### src/ird_cfg.svh
// Constants of the infrared remote frame decoder: register offsets, field
// positions, reset values and timing figures.
// Assumes inclusion by bare name from every file that needs them.
//
// Functional notes
// - Polarity bit 7 swaps the mark/space order of both data symbols.
// - Encoding bit clear decodes biphase halves, set decodes space widths.
// - Header bit clear expects header mark and space before data bits.
// - Address-offset count of data bits is skipped before address bits.
// - Command-offset count of data bits is skipped before command bits.
// - Speed bit picks an 8us or 128us base unit for all widths.
// - Report bit clear flashes LED on address and command, set on address.
// - Header mark nominal is register value times 16 base units.
// - Header space nominal is register value times 16 base units.
// - Data mark nominal is register value times base unit.
// - Logic 0 data space nominal is its register value times base unit.
// - Logic 1 data space nominal is its register value times base unit.
// - Word-order bit clear: address then command; set: command first.
// - Command field length is the 3-bit size value plus one.
// - Address field length is the 4-bit size value plus one.
// - Received address is compared with high and low expected bytes.
// - Expected address bits above the address length are ignored.
// - Matching address with any of eight command codes pulses power-on.
// - Widths pass within margin; margin scaled by 16 units for header.
`ifndef IRD_CFG_SVH
`define IRD_CFG_SVH

`define IRD_OFS_FORMAT 8'h4E
`define IRD_OFS_SPEED 8'h4F
`define IRD_OFS_HDR_MARK 8'h50
`define IRD_OFS_HDR_SPACE 8'h51
`define IRD_OFS_DATA_MARK 8'h52
`define IRD_OFS_SPACE_ZERO 8'h53
`define IRD_OFS_SPACE_ONE 8'h54
`define IRD_OFS_SIZES 8'h55
`define IRD_OFS_ADDR_HIGH 8'h56
`define IRD_OFS_ADDR_LOW 8'h57
`define IRD_OFS_CMD_BASE 5'h0B
`define IRD_OFS_MARGIN 8'h60

`define IRD_POL_BIT 7
`define IRD_MODE_BIT 6
`define IRD_HDR_BIT 5
`define IRD_SKIP_MSB 4
`define IRD_REPORT_BIT 6
`define IRD_SPEED_BIT 5
`define IRD_ORDER_BIT 7
`define IRD_CSIZE_MSB 6
`define IRD_CSIZE_LSB 4
`define IRD_ASIZE_MSB 3

`define IRD_RST_BYTE 8'h00
`define IRD_RST_MARGIN 4'hF
`define IRD_SPEED_RW_MASK 8'h7F

`define IRD_CLK_MHZ 250
`define IRD_UNIT_FAST_US 8
`define IRD_UNIT_SLOW_US 128
`define IRD_HDR_SHIFT 4
`define IRD_IDLE_UNITS 13'h0200

`endif

### src/ird_pkg.sv
// Types shared by the infrared remote frame decoder.
// Assumes nothing of its surroundings.
package ird_pkg;

  typedef enum logic [5:0] {
    IRD_ST_QUIET = 6'h01,
    IRD_ST_ARMED = 6'h02,
    IRD_ST_HDR_MARK = 6'h04,
    IRD_ST_HDR_SPACE = 6'h08,
    IRD_ST_DATA = 6'h10,
    IRD_ST_EVAL = 6'h20
  } ird_state_t;

endpackage : ird_pkg

### src/ird_decoder.sv
// Infrared remote frame decoder: configuration registers, frame sequencer,
// symbol decoding, field capture and address/command matching.
// Assumes a demodulated receiver line (high = mark) from a pin and a simple
// byte register port driven on ref_clk_in.
`timescale 1ns/1ps
`include "ird_cfg.svh"

module ird_decoder #(
  parameter int unsigned FAST_UNIT_CYC = `IRD_UNIT_FAST_US * `IRD_CLK_MHZ,
  parameter int unsigned SLOW_UNIT_CYC = `IRD_UNIT_SLOW_US * `IRD_CLK_MHZ
) (
  input wire logic ref_clk_in,
  input wire logic sys_rst_in,
  input wire logic ir_mark_in,
  input wire logic [7:0] reg_addr_in,
  input wire logic reg_wr_en_in,
  input wire logic reg_rd_en_in,
  input wire logic [7:0] reg_wdata_in,
  output logic [7:0] reg_rdata_out,
  output logic power_on_pulse_out,
  output logic led_flash_out
);

  // Configuration registers
  logic [7:0] ir_frame_format;
  logic [7:0] base_time_unit_select_report_cmd_offset;
  logic [7:0] header_absent_flag_mark_len;
  logic [7:0] header_absent_flag_space_len;
  logic [7:0] ir_data_mark_len;
  logic [7:0] ir_space_len_zero;
  logic [7:0] ir_space_len_one;
  logic [7:0] ir_field_order_sizes;
  logic [7:0] ir_expected_addr_high;
  logic [7:0] ir_expected_addr_low;
  logic [3:0] width_tolerance;
  logic [7:0] cmd_code [0:7];

  // Receiver and sequencer state
  logic ir_meta;
  logic ir_sync;
  ird_pkg::ird_state_t state;
  ird_pkg::ird_state_t next_state;
  logic at_mid;
  logic [6:0] bit_cnt;
  logic [15:0] addr_rx;
  logic [7:0] cmd_rx;
  logic seg_end;
  logic seg_lvl;
  logic [12:0] seg_len;
  logic [12:0] cur_len;
  logic [7:0] cmd_hit;

  function automatic logic in_tol(input logic [12:0] len,
                                  input logic [12:0] nom,
                                  input logic [12:0] mg);
    logic [13:0] len_hi;
    logic [13:0] nom_hi;
    len_hi = {1'b0, len} + {1'b0, mg};
    nom_hi = {1'b0, nom} + {1'b0, mg};
    in_tol = (len_hi >= {1'b0, nom}) && ({1'b0, len} <= nom_hi);
  endfunction : in_tol

  // Register decode
  wire wr_format = reg_wr_en_in && reg_addr_in == `IRD_OFS_FORMAT;
  wire wr_speed = reg_wr_en_in && reg_addr_in == `IRD_OFS_SPEED;
  wire wr_hmark = reg_wr_en_in && reg_addr_in == `IRD_OFS_HDR_MARK;
  wire wr_hspace = reg_wr_en_in && reg_addr_in == `IRD_OFS_HDR_SPACE;
  wire wr_dmark = reg_wr_en_in && reg_addr_in == `IRD_OFS_DATA_MARK;
  wire wr_zero = reg_wr_en_in && reg_addr_in == `IRD_OFS_SPACE_ZERO;
  wire wr_one = reg_wr_en_in && reg_addr_in == `IRD_OFS_SPACE_ONE;
  wire wr_sizes = reg_wr_en_in && reg_addr_in == `IRD_OFS_SIZES;
  wire wr_ahigh = reg_wr_en_in && reg_addr_in == `IRD_OFS_ADDR_HIGH;
  wire wr_alow = reg_wr_en_in && reg_addr_in == `IRD_OFS_ADDR_LOW;
  wire wr_margin = reg_wr_en_in && reg_addr_in == `IRD_OFS_MARGIN;
  wire cmd_sel = reg_addr_in[7:3] == `IRD_OFS_CMD_BASE;

  wire [7:0] rd_mux =
    (reg_addr_in == `IRD_OFS_FORMAT) ? ir_frame_format :
    (reg_addr_in == `IRD_OFS_SPEED) ? base_time_unit_select_report_cmd_offset :
    (reg_addr_in == `IRD_OFS_HDR_MARK) ? header_absent_flag_mark_len :
    (reg_addr_in == `IRD_OFS_HDR_SPACE) ? header_absent_flag_space_len :
    (reg_addr_in == `IRD_OFS_DATA_MARK) ? ir_data_mark_len :
    (reg_addr_in == `IRD_OFS_SPACE_ZERO) ? ir_space_len_zero :
    (reg_addr_in == `IRD_OFS_SPACE_ONE) ? ir_space_len_one :
    (reg_addr_in == `IRD_OFS_SIZES) ? ir_field_order_sizes :
    (reg_addr_in == `IRD_OFS_ADDR_HIGH) ? ir_expected_addr_high :
    (reg_addr_in == `IRD_OFS_ADDR_LOW) ? ir_expected_addr_low :
    (reg_addr_in == `IRD_OFS_MARGIN) ? {4'h0, width_tolerance} :
    cmd_sel ? cmd_code[reg_addr_in[2:0]] : 8'h00;

  always_ff @(posedge ref_clk_in) begin
    if (sys_rst_in) begin
      ir_frame_format <= `IRD_RST_BYTE;
      base_time_unit_select_report_cmd_offset <= `IRD_RST_BYTE;
      header_absent_flag_mark_len <= `IRD_RST_BYTE;
      header_absent_flag_space_len <= `IRD_RST_BYTE;
      ir_data_mark_len <= `IRD_RST_BYTE;
      ir_space_len_zero <= `IRD_RST_BYTE;
      ir_space_len_one <= `IRD_RST_BYTE;
      ir_field_order_sizes <= `IRD_RST_BYTE;
      ir_expected_addr_high <= `IRD_RST_BYTE;
      ir_expected_addr_low <= `IRD_RST_BYTE;
      width_tolerance <= `IRD_RST_MARGIN;
      reg_rdata_out <= 8'h00;
    end else begin
      if (wr_format) ir_frame_format <= reg_wdata_in;
      if (wr_speed) begin
        base_time_unit_select_report_cmd_offset <= reg_wdata_in & `IRD_SPEED_RW_MASK;
      end
      if (wr_hmark) header_absent_flag_mark_len <= reg_wdata_in;
      if (wr_hspace) header_absent_flag_space_len <= reg_wdata_in;
      if (wr_dmark) ir_data_mark_len <= reg_wdata_in;
      if (wr_zero) ir_space_len_zero <= reg_wdata_in;
      if (wr_one) ir_space_len_one <= reg_wdata_in;
      if (wr_sizes) ir_field_order_sizes <= reg_wdata_in;
      if (wr_ahigh) ir_expected_addr_high <= reg_wdata_in;
      if (wr_alow) ir_expected_addr_low <= reg_wdata_in;
      if (wr_margin) width_tolerance <= reg_wdata_in[3:0];
      if (reg_rd_en_in) reg_rdata_out <= rd_mux;
    end
  end

  // Field views
  wire pol = ir_frame_format[`IRD_POL_BIT];
  wire space_mode = ir_frame_format[`IRD_MODE_BIT];
  wire hdr_expected = !ir_frame_format[`IRD_HDR_BIT];
  wire [4:0] addr_skip = ir_frame_format[`IRD_SKIP_MSB:0];
  wire [4:0] cmd_skip = base_time_unit_select_report_cmd_offset[`IRD_SKIP_MSB:0];
  wire addr_only = base_time_unit_select_report_cmd_offset[`IRD_REPORT_BIT];
  wire slow_unit = base_time_unit_select_report_cmd_offset[`IRD_SPEED_BIT];
  wire cmd_first = ir_field_order_sizes[`IRD_ORDER_BIT];
  wire [2:0] cmd_size =
    ir_field_order_sizes[`IRD_CSIZE_MSB:`IRD_CSIZE_LSB];
  wire [3:0] addr_size = ir_field_order_sizes[`IRD_ASIZE_MSB:0];

  wire [14:0] unit_cyc = slow_unit ? 15'(SLOW_UNIT_CYC) :
                                     15'(FAST_UNIT_CYC);

  // Receiver line synchroniser
  always_ff @(posedge ref_clk_in) begin
    if (sys_rst_in) begin
      ir_meta <= 1'b0;
      ir_sync <= 1'b0;
    end else begin
      ir_meta <= ir_mark_in;
      ir_sync <= ir_meta;
    end
  end

  ird_seg_timer u_seg_timer (
    .ref_clk_in(ref_clk_in),
    .sys_rst_in(sys_rst_in),
    .level_in(ir_sync),
    .unit_cyc_in(unit_cyc),
    .seg_end_out(seg_end),
    .seg_lvl_out(seg_lvl),
    .seg_len_out(seg_len),
    .cur_len_out(cur_len)
  );

  // Nominal widths and margins in base units
  wire [12:0] hm_nom = 13'(header_absent_flag_mark_len) << `IRD_HDR_SHIFT;
  wire [12:0] hs_nom = 13'(header_absent_flag_space_len) << `IRD_HDR_SHIFT;
  wire [12:0] mk_nom = 13'(ir_data_mark_len);
  wire [12:0] mk2_nom = 13'(ir_data_mark_len) << 1;
  wire [12:0] z_nom = 13'(ir_space_len_zero);
  wire [12:0] o_nom = 13'(ir_space_len_one);
  wire [12:0] mg_hdr = 13'(width_tolerance) << `IRD_HDR_SHIFT;
  wire [12:0] mg_dat = 13'(width_tolerance);

  wire hm_ok = in_tol(seg_len, hm_nom, mg_hdr);
  wire hs_ok = in_tol(seg_len, hs_nom, mg_hdr);
  wire t_ok = in_tol(seg_len, mk_nom, mg_dat);
  wire t2_ok = in_tol(seg_len, mk2_nom, mg_dat);
  wire z_ok = in_tol(seg_len, z_nom, mg_dat);
  wire o_ok = in_tol(seg_len, o_nom, mg_dat);

  // Biphase: half-bit runs toggle the mid-bit phase, double runs keep it;
  // the level of a run that ends at mid-bit is that bit's first half.
  // Space widths are not consulted here, so software need not keep them
  // equal to the mark width; the decoder ignores them in this encoding.
  wire ph_emit = t_ok ? !at_mid : (t2_ok && at_mid);
  wire ph_err = !t_ok && !(t2_ok && at_mid);
  wire ph_bit = seg_lvl ^ pol;
  wire next_at_mid = t_ok ? !at_mid : at_mid;

  // Space encoding: fixed-level run checked against the mark width, the
  // other level's run carries the bit in its width.
  wire fixed_run = seg_lvl == !pol;
  wire sp_emit = !fixed_run && (z_ok || o_ok);
  wire sp_err = fixed_run ? !t_ok : !(z_ok || o_ok);
  wire sp_bit = !z_ok;

  wire in_data = state == ird_pkg::IRD_ST_DATA;
  wire sym_err = space_mode ? sp_err : ph_err;
  wire data_emit = in_data && seg_end && !sym_err &&
                   (space_mode ? sp_emit : ph_emit);
  wire rx_bit = space_mode ? sp_bit : ph_bit;

  // Field placement
  wire [4:0] addr_len = {1'b0, addr_size} + 5'h01;
  wire [4:0] cmd_len = {2'b00, cmd_size} + 5'h01;
  wire [4:0] f_skip = cmd_first ? cmd_skip : addr_skip;
  wire [4:0] f_len = cmd_first ? cmd_len : addr_len;
  wire [4:0] s_skip = cmd_first ? addr_skip : cmd_skip;
  wire [4:0] s_len = cmd_first ? addr_len : cmd_len;
  wire [6:0] first_end = {2'b00, f_skip} + {2'b00, f_len};
  wire [6:0] s_start = first_end + {2'b00, s_skip};
  wire [6:0] total_bits = s_start + {2'b00, s_len};
  wire [6:0] addr_start = cmd_first ? s_start : {2'b00, f_skip};
  wire [6:0] cmd_start = cmd_first ? {2'b00, f_skip} : s_start;
  wire [6:0] addr_end = addr_start + {2'b00, addr_len};
  wire [6:0] cmd_end = cmd_start + {2'b00, cmd_len};
  wire in_addr = bit_cnt >= addr_start && bit_cnt < addr_end;
  wire in_cmd = bit_cnt >= cmd_start && bit_cnt < cmd_end;
  wire [6:0] addr_idx = bit_cnt - addr_start;
  wire [6:0] cmd_idx = bit_cnt - cmd_start;
  wire last_bit = data_emit && bit_cnt == (total_bits - 7'h01);

  // Matching
  wire [15:0] addr_expect = {ir_expected_addr_high,
                             ir_expected_addr_low};
  wire [15:0] addr_mask = 16'hFFFF >> (4'hF - addr_size);
  wire [7:0] cmd_mask = 8'hFF >> (3'h7 - cmd_size);
  wire addr_ok = ((addr_rx ^ addr_expect) & addr_mask) == 16'h0000;
  wire cmd_ok = |cmd_hit;

  genvar gi;
  generate
    for (gi = 0; gi < 8; gi = gi + 1) begin : g_cmd
      wire wr_this = reg_wr_en_in && cmd_sel && reg_addr_in[2:0] == gi;
      always_ff @(posedge ref_clk_in) begin
        if (sys_rst_in) begin
          cmd_code[gi] <= `IRD_RST_BYTE;
        end else if (wr_this) begin
          cmd_code[gi] <= reg_wdata_in;
        end
      end
      assign cmd_hit[gi] = ((cmd_rx ^ cmd_code[gi]) & cmd_mask) == 8'h00;
    end
  endgenerate

  // Frame sequencer
  wire quiet = !ir_sync && cur_len >= `IRD_IDLE_UNITS;
  wire cur_sat = cur_len == 13'h1FFF;
  wire frame_start = state == ird_pkg::IRD_ST_ARMED && seg_end;

  always_comb begin
    next_state = state;
    case (state)
      ird_pkg::IRD_ST_QUIET: begin
        if (quiet) next_state = ird_pkg::IRD_ST_ARMED;
      end
      ird_pkg::IRD_ST_ARMED: begin
        if (seg_end) begin
          next_state = hdr_expected ? ird_pkg::IRD_ST_HDR_MARK
                                    : ird_pkg::IRD_ST_DATA;
        end
      end
      ird_pkg::IRD_ST_HDR_MARK: begin
        if (seg_end) begin
          next_state = hm_ok ? ird_pkg::IRD_ST_HDR_SPACE
                             : ird_pkg::IRD_ST_QUIET;
        end else if (cur_sat) begin
          next_state = ird_pkg::IRD_ST_QUIET;
        end
      end
      ird_pkg::IRD_ST_HDR_SPACE: begin
        if (seg_end) begin
          next_state = hs_ok ? ird_pkg::IRD_ST_DATA
                             : ird_pkg::IRD_ST_QUIET;
        end else if (cur_sat) begin
          next_state = ird_pkg::IRD_ST_QUIET;
        end
      end
      ird_pkg::IRD_ST_DATA: begin
        if (seg_end && sym_err) begin
          next_state = ird_pkg::IRD_ST_QUIET;
        end else if (last_bit) begin
          next_state = ird_pkg::IRD_ST_EVAL;
        end else if (cur_len >= `IRD_IDLE_UNITS) begin
          next_state = ird_pkg::IRD_ST_QUIET;
        end
      end
      ird_pkg::IRD_ST_EVAL: begin
        next_state = ird_pkg::IRD_ST_QUIET;
      end
      default: begin
        next_state = ird_pkg::IRD_ST_QUIET;
      end
    endcase
  end

  always_ff @(posedge ref_clk_in) begin
    if (sys_rst_in) begin
      state <= ird_pkg::IRD_ST_QUIET;
    end else begin
      state <= next_state;
    end
  end

  // Bit capture, LSB of each field first
  always_ff @(posedge ref_clk_in) begin
    if (sys_rst_in) begin
      at_mid <= 1'b0;
      bit_cnt <= 7'h00;
      addr_rx <= 16'h0000;
      cmd_rx <= 8'h00;
    end else if (frame_start) begin
      at_mid <= 1'b0;
      bit_cnt <= 7'h00;
      addr_rx <= 16'h0000;
      cmd_rx <= 8'h00;
    end else begin
      if (in_data && seg_end && !space_mode) at_mid <= next_at_mid;
      if (data_emit) begin
        bit_cnt <= bit_cnt + 7'h01;
        if (in_addr) addr_rx[addr_idx[3:0]] <= rx_bit;
        if (in_cmd) cmd_rx[cmd_idx[2:0]] <= rx_bit;
      end
    end
  end

  // Match reporting
  always_ff @(posedge ref_clk_in) begin
    if (sys_rst_in) begin
      power_on_pulse_out <= 1'b0;
      led_flash_out <= 1'b0;
    end else begin
      power_on_pulse_out <= state == ird_pkg::IRD_ST_EVAL &&
                            addr_ok && cmd_ok;
      led_flash_out <= state == ird_pkg::IRD_ST_EVAL && addr_ok &&
                       (addr_only || cmd_ok);
    end
  end

endmodule : ird_decoder

### src/ird_seg_timer.sv
// Segment timer: measures each constant-level run of the receiver line in
// base time units and reports it when the level changes.
// Assumes level_in is already synchronised to ref_clk_in.
`timescale 1ns/1ps

module ird_seg_timer (
  input wire logic ref_clk_in,
  input wire logic sys_rst_in,
  input wire logic level_in,
  input wire logic [14:0] unit_cyc_in,
  output logic seg_end_out,
  output logic seg_lvl_out,
  output logic [12:0] seg_len_out,
  output logic [12:0] cur_len_out
);

  logic prev_lvl;
  logic [14:0] presc;
  logic [12:0] run_len;
  wire edge_seen = level_in != prev_lvl;
  wire unit_done = presc >= (unit_cyc_in - 15'h0001);
  wire run_sat = run_len == 13'h1FFF;
  wire [14:0] next_presc = (edge_seen || unit_done) ? 15'h0000
                                                    : presc + 15'h0001;
  // A unit that completes on the edge cycle still belongs to the run
  wire [12:0] run_end_len = (unit_done && !run_sat) ? run_len + 13'h0001
                                                    : run_len;
  wire [12:0] next_run_len = edge_seen ? 13'h0000 : run_end_len;

  always_ff @(posedge ref_clk_in) begin
    if (sys_rst_in) begin
      prev_lvl <= 1'b0;
      presc <= 15'h0000;
      run_len <= 13'h0000;
      seg_end_out <= 1'b0;
      seg_lvl_out <= 1'b0;
      seg_len_out <= 13'h0000;
    end else begin
      prev_lvl <= level_in;
      presc <= next_presc;
      run_len <= next_run_len;
      seg_end_out <= edge_seen;
      if (edge_seen) begin
        seg_lvl_out <= prev_lvl;
        seg_len_out <= run_end_len;
      end
    end
  end

  assign cur_len_out = run_len;

endmodule : ird_seg_timer
### config.mk
export PLATFORM = sky130hd
export DESIGN_NAME = ird_decoder
export DESIGN_NICKNAME = d
export VERILOG_FILES = /design/src/ird_pkg.sv /design/src/ird_decoder.sv /design/src/ird_seg_timer.sv
export VERILOG_INCLUDE_DIRS = /design/src
export SDC_FILE = /design/constraint.sdc
export NUM_CORES = 1
export LEC_CHECK = 0
export BUFFER_PORTS_ARGS = -buffer_cell sky130_fd_sc_hd__buf_2
export CAP_MARGIN = 0
export CORE_MARGIN = 3
export CORE_UTILIZATION = 40
export DETAILED_ROUTE_END_ITERATION = 8
export PLACE_DENSITY = 0.57
export SYNTH_ARGS = -nofsm -noshare
export SYNTH_HDL_FRONTEND = slang
export SYNTH_SLANG_ARGS = --single-unit
### constraint.sdc
create_clock -name ref_clk_in -period 5.3 [get_ports ref_clk_in]
set_input_delay 0.795 -clock ref_clk_in [delete_from_list [all_inputs] [get_ports ref_clk_in]]
set_output_delay 0.795 -clock ref_clk_in [all_outputs]
set_load 0.01 [all_outputs]
=== After elaboration in Yosys (flattened, before gate mapping) ===
Memories as Yosys holds them, arrays and structs flattened.
Index checks and enable logic that the tools add are counted.

* Add/subtract/negate cells: 24
* Multipliers: 0
* Div/mod/pow operators: 0
* $lt $le $gt $ge: 22
* Equal/unequal tests: 32
* Shift operators: 2
* Muxes and demuxes: 77
* Bitwise gates (word level): 27
* Reduce and logical (&&, ||, !) cells: 77

{| class="wikitable"
|+ Operator list
! cell !! count
|-
| $mux W8 || 20
|-
| $eq A8 B7 Y1 const B || 11
|-
| $and A8 B8 Y8 || 8
|-
| $logic_not A8 Y1 || 8
|-
| $xor A8 B8 Y8 || 8
|-
| $mux W6 || 8
|-
| $logic_and A1 B1 Y1 || 45
|-
| $ge A14 B8 Y1 || 3
|-
| $le A13 B9 Y1 || 3
|-
| $mux W1 || 33
|-
| $mux W5 || 6
|-
| $pmux W6 S5 || 1
|-
| $ge A14 B12 Y1 || 2
|-
| $add A8 B4 Y9 || 3
|-
| $add A12 B8 Y13 || 2
|-
| $le A13 B13 Y1 || 2
|-
| $and A16 B16 Y16 || 1
|-
| $bwmux W16 || 1
|-
| $logic_not A16 Y1 || 1
|-
| $shr A16 B4 Y16 const A || 1
|-
| $xor A16 B16 Y16 || 1
|-
| $add A15 B1 Y15 const B || 1
|-
| $ge A15 B15 Y1 || 1
|-
| $mux W15 || 1
|-
| 59 further kinds || 90
|}

* Flip-flop bits (word level): 177
* Latch bits: 0
* RAM bits: 64
* ROM bits: 0
* Bits of input ports: 21
* Output and inout port bits: 10
* Logic and storage cells: 289
* Memories: 1

{| class="wikitable"
|+ Memories
! name !! depth !! bits a word !! read ports !! clocked after memory_dff !! wr ports !! RTL line !! RTL
|-
| cmd_code || 8 || 8 || 9 || 0 || 8 || ird_decoder.sv:36 || <nowiki>logic [7:0] cmd_code [0:7];</nowiki>
|}

=== Depth between registers and ports, before layout ===
Gate-level depths: netlist of the first run.

* Depth after elaboration: 14
* Mapped depth: 26
* Gate-level depth less buffers: 23

=== Hierarchy ===
A second synthesis of the first run with hierarchy kept.

* Cell total of the unflattened synthesis: 2133
* Area, all modules: 18835.6 µm²

{| class="wikitable"
|+ By module, submodules not included
! module !! times used !! cells each !! area each (µm²) !! sequential area each (µm²)
|-
| ird_decoder || 1 || 1852 || 16445.8 || 4584.4
|-
| ird_seg_timer || 1 || 281 || 2389.8 || 880.8
|}

=== Worst setup path before layout of the first run ===
OpenSTA, ideal clock, no wires.

* Path kind: register -> register
* Start point: register ir_field_order_sizes[7]
* End point: register addr_rx[5]
* Library setup time: 0.132 ns
* Arrival time: 5.066 ns
* Required time: 5.168 ns
* Slack: 0.102 ns
* Stages on the path, launching flop included: 24
* Buffers on the path: 4
* Period minus slack after synthesis: 5.198 ns
* Cell sequence: dfxtp_1 clkbuf_1 clkbuf_1 clkbuf_1 mux2i_1 fa_1 inv_1 ha_1 a21o_1 a21oi_1 xnor2_1 a21o_1 ha_1 nor2b_1 o21ai_0 xnor2_1 nand2_1 ha_1 a21oi_1 o21ai_0 a21oi_1 clkbuf_1 nand4_1 mux2i_1

* Longest elaborated chain between the ends: 10
* Elaborated cells between the ends (all ways): 18
* Classes of those cells: add/sub: 4; order compare: 4; mux: 7; reduce/logical: 3

{| class="wikitable"
|+ RTL lines
! what !! RTL line !! RTL
|-
| start: declaration || ird_decoder.sv:32 || <nowiki>logic [7:0] ir_field_order_sizes;</nowiki>
|-
| start signal: assignment || ird_decoder.sv:100 || <nowiki>ir_field_order_sizes <= `IRD_RST_BYTE;</nowiki>
|-
| start signal: assignment || ird_decoder.sv:115 || <nowiki>if (wr_sizes) ir_field_order_sizes <= reg_wdata_in;</nowiki>
|-
| $mux W5, on equally long branches || ird_decoder.sv:203, ird_decoder.sv:204 ||
|-
| $add A5 B5 Y6 || ird_decoder.sv:207 || <nowiki>wire [6:0] first_end = {2'b00, f_skip} + {2'b00, f_len};</nowiki>
|-
| $add A6 B5 Y7 || ird_decoder.sv:208 || <nowiki>wire [6:0] s_start = first_end + {2'b00, s_skip};</nowiki>
|-
| $mux W7 * || ird_decoder.sv:210 || <nowiki>wire [6:0] addr_start = cmd_first ? s_start : {2'b00, f_skip};</nowiki>
|-
| $sub A4 B4 Y4 || ird_decoder.sv:216 || <nowiki>wire [6:0] addr_idx = bit_cnt - addr_start;</nowiki>
|-
| $lt A4 B5 Y1 (implied by the code) or $ge A4 B1 Y1 (tied branches) || ird_decoder.sv:318 || <nowiki>if (in_addr) addr_rx[addr_idx[3:0]] <= rx_bit;</nowiki>
|-
| $logic_and A1 B1 Y1 (implied by the code) || ird_decoder.sv:318 ||
|-
| $mux W1 (implied by the code) || ird_decoder.sv:318 ||
|-
| $demux W1 S4 || ird_decoder.sv:318 ||
|-
| $bwmux W16 || ird_decoder.sv:318 ||
|-
| end signal: indexed assignment || ird_decoder.sv:318 ||
|-
| end: declaration || ird_decoder.sv:45 || <nowiki>logic [15:0] addr_rx;</nowiki>
|}

Every way passes the cells marked *; elsewhere a longest branch is shown, timed or not.
A chain may end at the register's enable or synchronous reset.

=== Final worst setup path of the first run ===
* Start point: register ir_field_order_sizes[0]
* End point: register addr_rx[12]

* Longest elaborated chain between the ends: 11
* Elaborated cells between the ends (all ways): 17
* Classes of those cells: add/sub: 5; order compare: 4; mux: 5; reduce/logical: 3

{| class="wikitable"
|+ RTL lines
! what !! RTL line !! RTL
|-
| $add A4 B1 Y5 * || ird_decoder.sv:201 || <nowiki>wire [4:0] addr_len = {1'b0, addr_size} + 5'h01;</nowiki>
|-
| $mux W5 || ird_decoder.sv:204 || <nowiki>wire [4:0] f_len = cmd_first ? cmd_len : addr_len;</nowiki>
|-
| $add A5 B5 Y6 || ird_decoder.sv:207 ||
|-
| $add A6 B5 Y7 || ird_decoder.sv:208 ||
|-
| $mux W7 || ird_decoder.sv:210 ||
|-
| $sub A4 B4 Y4 || ird_decoder.sv:216 ||
|-
| $lt A4 B5 Y1 (implied by the code) or $ge A4 B1 Y1 (tied branches) || ird_decoder.sv:318 ||
|-
| $logic_and A1 B1 Y1 (implied by the code) || ird_decoder.sv:318 ||
|-
| $mux W1 (implied by the code) || ird_decoder.sv:318 ||
|-
| $demux W1 S4 || ird_decoder.sv:318 ||
|-
| $bwmux W16 || ird_decoder.sv:318 ||
|}

Marked as above.

==> impl_metrics.csv, run 1 <==
group,metric,value,unit
setup_path,critPathKind,"reg2reg",
logic_synthesis,yosysSeqAreaShare,29.7,%
setup_path,critPathArrivalTime,5.40,ns
cts,insertion_delay,0.58,ns
logic_synthesis,synthFlopType,"dfxtp_1",
routing,top_layer,"met4",
cts,clkSinkCount,241,
sta,max_freq,0.201,GHz
routing,route.layer.met1.wl,26.0,mm
floorplan,core,44800,µm²
finish,antenna_cells,0,
global_routing,antenna_found_initial,0,
logic_synthesis,netlist_area,18400,µm²
cts,tritoncts,"done",
sta,tns,0,ns
routing,dr.first_iter.drc_count,1227,
global_routing,grt_usage,23.8,%
routing,route.detailed.drc,0,
sta,worst_slack,0.323,ns
routing,vias,15388,
setup_path,end_kind,"register",
logic_synthesis,synth_cell_types,77,
setup_path,critPathRequiredTime,5.72,ns
setup_path,r2r_slack,0.32,ns
routing,drtAntennaViolNets,0,
placement,gp_congestion,0.896,
sta,fin_crit,4.98,ns
setup_path,crit_fanout,16,
logic_synthesis,ys_warn_count,0,
cts,cts_buffer_depth,3,
logic_synthesis,async_reset_ff_share,0,%
min_path,hold_path.startpoint,"ir_mark_in",
floorplan,io_pins,31,
cts,h-tree-depth,1,
cts,numCtsBuffers,29,
global_routing,grt_max_degree,75,
logic_synthesis,synth-simple-area-share,17.2,%
routing,dr_wl_met3,2.78,mm
placement,place_inst,2623,
floorplan,die_width,220,µm
logic_synthesis,synth_top_family_by_area,"simple AND/OR/NAND/NOR gates",
floorplan,die_h,220,µm
logic_synthesis,synth-xor-area-share,8.86,%
min_path,hold_class,"in2reg",
floorplan,start_util,41.0,%
floorplan,die_area,48600,µm²
power_and_ir_drop,power.density,211,nW/µm²
logic_synthesis,synth_edf_count,64,
finish,nNetsFinal,2306,
global_routing,grt_overflow,0,
setup_path,timing.rr.end,"addr_rx[12]",
sta,setup_viol,0,
logic_synthesis,syn-mean-instance-area,8.91,µm²
logic_synthesis,ys_ff_latch,241,
cts,postCtsHoldBufs,0,
logic_synthesis,syn_nets,2306,
finish,drive_gt1_share,7.57,%
sta,finalHoldViolations,0,
finish,syn2layout_area_growth,9.64,%
setup_path,rr_worst_depth,22,
finish,final_cells,2678,
sta,whs,0.438,ns
routing,wirelength,57.9,mm
logic_synthesis,synth-compound-area-share,15.0,%
cts,cts_root_buffer,"clkbuf_16",
sta,finClkSkew,0.0246,ns
cts,clk_pin_slew_worst_paths,0.06,ns
power_and_ir_drop,peakVddDrop,0.000206,V
placement,post-place-ws,0.0458,ns
placement,port_buffers,30,
sta,slew-limit-headroom,29.0,%
routing,avgRoutedWirePerCell,21.6,µm
setup_path,reg2reg_from,"ir_field_order_sizes[0]",
logic_synthesis,synthAdderAreaFrac,15.9,%
global_routing,grt_pass1_vias,15365,
routing,drt-vias-per-instance,5.75,
floorplan,fp-row-count,77,
sta,tightest_slew,1.06,ns
power_and_ir_drop,finalPower,4260,µW
min_path,hold-path-endpoint,"ir_meta",
sta,rsz0062_at_grt,"no",
logic_synthesis,synth_mux_area_share,8.90,%
outcome,run_status,"finished clean",
sta,min_period_over_period,93.9,%
routing,drt_pass1_iterations,7,
routing,met2WireLength,27.1,mm
logic_synthesis,syn_inst,2063,
power_and_ir_drop,p_leak,0.00856,µW
placement,place_hpwl,43.6,mm
setup_path,critPathLaunchType,"register",
sta,slew_violations,0,
flow_run,max-cap-violations,0,
global_routing,grt_pass1_wl,89.9,mm
min_path,hold_depth,2,
-- how the worst max path moves through the flow --
| stage | startpoint | end | slack, ns |
|---|---|---|---|
| floorplan | ir_field_order_sizes[7] | addr_rx[5] | 0.10 |
| global placement | ir_field_order_sizes[1] | state[0] | 0.1 |
| detailed placement | ir_field_order_sizes[1] | state[0] | 0.05 |
| CTS | ir_field_order_sizes[1] | state[0] | 0.12 |
| global route | ir_field_order_sizes[0] | addr_rx[4] | 0.004 |
| finish | ir_field_order_sizes[0] | addr_rx[12] | 0.32 |
-- cell families (layout without fill, tap and decap cells) --
kind of cell / Yosys count / count (layout)
adders and majority gates: 222 / 222
muxes: 143 / 143
and+or+nand+nor: 635 / 635
AOI/OAI and AO/OA: 425 / 425
xor gates and xnor gates: 186 / 186
buffers and inverters: 211 / 234
DFF: 241 / 241
-- report_power, final --
| group | internal (µW) | total [µW] | switching [µW] |
|---|---|---|---|
| Sequential | 1920 | 1950 | 30.7 |
| Clock | 1210 | 2040 | 830 |
| Combinational | 88.3 | 267 | 179 |
-- cell usage in the layout (no fill, tap or decap), drive strengths merged, types with 44 or more instances in the layout --
cell and instances:
buf 63, a21o 44, nand2 137, ha 203
xnor2 107, a21oi 125, inv 118, nand3 61
mux2i 117, dfxtp 177, xor2 79, edfxtp 64
nor2 169, and2 75, o21ai 97
-- registers in the layout, summed over array words and instances (netlist names), 4 cells and up --
signal,count
ir_frame_format,8
width_tolerance,4
header_absent_flag_mark_len,8
ir_field_order_sizes,8
u_seg_timer.cur_len_out,13
ir_expected_addr_low,8
base_time_unit_select_report_cmd_offset,7
state,6
cmd_rx,8
u_seg_timer.seg_len_out,13
addr_rx,16
header_absent_flag_space_len,8
ir_data_mark_len,8
ir_space_len_zero,8
ir_space_len_one,8
u_seg_timer.presc,15
bit_cnt,7
cmd_code,64
reg_rdata_out,8
ir_expected_addr_high,8
-- metal layers --
layer	track usage (%)	vias up
met5	0	-
met4	7.86	0
met3	2.79	113
met2	40.1	428
met1	31.7	7465
li1	-	7382
-- synthesized netlist by cell type (28+ instances only) --
cell type / count / share of area, %
nand2b_1: 28 / 0.95
nor2_1: 169 / 3.5
and2_1: 75 / 2.6
nand3_1: 61 / 1.7
inv_1: 117 / 2.4
xor2_1: 79 / 3.8
ha_1: 203 / 14
edfxtp_1: 64 / 10
nand2_1: 137 / 2.8
nor2b_1: 30 / 1.0
mux2i_1: 116 / 6.3
xnor2_1: 107 / 5.1
a21o_1: 44 / 1.8
o21ai_0: 96 / 2.6
nor3_1: 28 / 0.76
nand4_1: 38 / 1.3
dfxtp_1: 177 / 19
clkbuf_1: 76 / 1.6
a21oi_1: 123 / 3.3
-- critical path, stage by stage (launching register included) --
cell and delay, ns:
dfxtp_1 0.37, inv_1 0.10, ha_2 0.35, mux2_2 0.29, fa_1 0.43, ha_1 0.23
fa_1 0.47, a21o_1 0.21, ha_1 0.32, a21oi_1 0.17, nor2_1 0.06, nor2_1 0.15
nor2b_1 0.07, o21ai_0 0.18, xnor2_1 0.14, nand2_1 0.08, ha_1 0.29, a21oi_1 0.14
o21ai_0 0.09, a21oi_1 0.16, buf_6 0.20, nand4_1 0.13, mux2i_1 0.16
-- final cells by class --
class	count	area [µm²]
Inverter	117	439
Sequential cell	241	5470
Tap cell	592	741
Clock buffer	39	803
Fill cell	4380	24600
Multi-Input combinational cell	1611	12100
Clock inverter	15	168
Timing Repair Buffer	63	417
-- through the flow --
stage | util [%] | area [µm²]
floorplan | - | 18400
detailed placement | 42.8 | 19200
global route | 45.0 | 20200
finish | 45.0 | 20200
CTS | 44.9 | 20100
global placement | 42.8 | 19200
-- repair_timing --
item	CTS	global route
pin swaps	0	1
endpoints found under the setup margin	1	25
buffers inserted	1	0
gates resized for setup	0	8
Note: power is estimated with default switching activity, not from simulation.
==> inputs of run 2 (changes only) <==
==> constraint.sdc (replaced) <==
create_clock -name ref_clk_in -period 4.1 [get_ports ref_clk_in]
set_input_delay 0.615 -clock ref_clk_in [delete_from_list [all_inputs] [get_ports ref_clk_in]]
set_output_delay 0.615 -clock ref_clk_in [all_outputs]
set_load 0.01 [all_outputs]
==> impl_metrics.csv, run 2 (synthesis results as in run 1) <==
group,metric,value,unit
outcome,run_status,"finished with violations",
outcome,violations,"negative setup slack",
routing,vias,16071,
routing,drt-vias-per-instance,5.63,
setup_path,critPathRequiredTime,4.53,ns
setup_path,cp_top_family,"adder cells",
routing,dr.first_iter.drc_count,1145,
power_and_ir_drop,p_leak,0.00964,µW
global_routing,grt_pass1_wl,92.7,mm
global_routing,grt_pass1_vias,15962,
placement,place_inst,2771,
sta,slew_violations,0,
finish,layout_common_cells,"buf_4, ha_1, dfxtp_1",
setup_path,critPathKind,"reg2reg",
placement,post-place-ws,-0.603,ns
floorplan,start_util,41.0,%
finish,final_cells,2855,
power_and_ir_drop,peakVddDrop,0.000328,V
routing,drt_pass1_iterations,5,
finish,nNetsFinal,2481,
sta,slew-limit-headroom,39.3,%
cts,cts_buffer_depth,3,
power_and_ir_drop,finalPower,5700,µW
finish,top_register,"cmd_code",
sta,finalHoldViolations,0,
routing,drtAntennaViolNets,0,
global_routing,antenna_found_initial,1,
cts,tritoncts,"done",
floorplan,io_pins,31,
global_routing,grt_max_degree,76,
setup_path,crit_buf_inv,4,
flow_run,max-cap-violations,0,
cts,clkSinkCount,241,
sta,finClkSkew,0.0610,ns
placement,place_hpwl,45.0,mm
power_and_ir_drop,power.density,255,nW/µm²
global_routing,grt_overflow,0,
setup_path,worst_path_max_delay_cell,"fa_2",
floorplan,fp-row-count,77,
cts,numCtsBuffers,30,
finish,top_regs,"cmd_code (64), addr_rx (16), u_seg_timer.presc (15)",
sta,fin_crit,4.61,ns
sta,min_period_over_period,112,%
floorplan,die_area,48600,µm²
finish,largest_reg_flops,64,
routing,route.detailed.drc,0,
sta,worst_slack,-0.512,ns
global_routing,grt_usage,24.4,%
setup_path,critPathArrivalTime,5.04,ns
cts,h-tree-depth,1,
setup_path,critical-path-max-stage-delay,0.57,ns
routing,wirelength,60.0,mm
placement,gp_congestion,0.910,
routing,avgRoutedWirePerCell,21.0,µm
sta,max_freq,0.217,GHz
sta,tightest_slew,0.902,ns
placement,port_buffers,30,
floorplan,core,44800,µm²
floorplan,die_width,220,µm
setup_path,crit_fanout,8,
setup_path,critPathLaunchType,"register",
finish,syn2layout_area_growth,21.6,%
sta,rsz0062_at_grt,"yes",
floorplan,die_h,220,µm
finish,layout_commonest_cell,"buf_4",
sta,setup_viol,27,
setup_path,path_cells,"ha_4 > inv_2 > ha_4 > mux2i_2 > fa_1 > inv_2 > buf_6 > fa_2 > a21o_1 > ha_4 > a21oi_4 > nor2_2 > nor2_2 > nor2b_1 > o21ai_1 > xnor2_1 > nand2_1 > ha_4 > a21oi_2 > o21ai_1 > a21oi_2 > buf_12 > nand4_1 > mux2i_1",
min_path,hold_class,"in2reg",
cts,cts_root_buffer,"clkbuf_16",
setup_path,end_kind,"register",
cts,clk_pin_slew_worst_paths,0.06,ns
setup_path,worst_path_most_repeated_cell,"ha_4",
cts,insertion_delay,0.61,ns
finish,drive_gt1_share,19.1,%
## run 2: cell count changes in the layout (fill, tap and decap cells not counted), moves of 9 or more
cell,delta
buf_4,+159
ha_1,-16
ha_4,+16
inv_1,-12
a21oi_1,-11
o21ai_0,-11
buf_6,+10
o21ai_1,+9
## run 2: power by group
part | internal (µW) | switching, µW
registers | 2480 | 44.1
logic | 121 | 223
clock network | 1690 | 1140
total | 4290 | 1410
## run 2: final cells by class
cell class,count,area (µm²)
Clock inverter,20,270
Fill cell,4269,22500
Clock buffer,36,783
Multi-Input combinational cell,1611,12800
Timing Repair Buffer,237,1830
Tap cell,592,741
Sequential cell,241,5500
Antenna cell,1,2.50
Inverter,117,449
## run 2: metal layers
layer  part of all wire (%)  GRT usage, %  routed length [µm]
met5                      0             0                   0
met4                    2.3          6.10                1390
met2                     47          41.4               28400
met3                    4.8          2.11                2870
met1                     46          33.7               27400
## run 2: final timing paths
check | cells after the start | to | slack (ns) | start
max | 24 | addr_rx[13] | -0.51 | ir_field_order_sizes[1]
min reg2reg | 1 | ir_sync | 0.45 | ir_meta
max reg2reg | 24 | addr_rx[13] | -0.51 | ir_field_order_sizes[1]
min | 2 | ir_meta | 0.27 | ir_mark_in
## run 2: stage by stage
step / cell area, µm² / setup TNS, ns / hold slack [ns] / utilization [%]
finish: 22300 / -12.34 / 0.268 / 49.9
global route: 22300 / -18.04 / 0.276 / 49.9
CTS: 21900 / -11.70 / 0.253 / 48.9
detailed placement: 20500 / -12.15 / 0.449 / 45.7
global placement: 20500 / -10.31 / 0.426 / 45.7
floorplan: 18600 / -5.03 / 0.414 / -
## run 2: repair_timing
action | 4_1_cts | 5_1_grt
resized for setup | 47 | 77
hold buffers | 0 | 0
setup buffers | 13 | 13
cloned | 0 | 1
endpoints found under the setup margin | 34 | 34
pin swaps | 34 | 49
endpoints found under the hold margin | 0 | 0
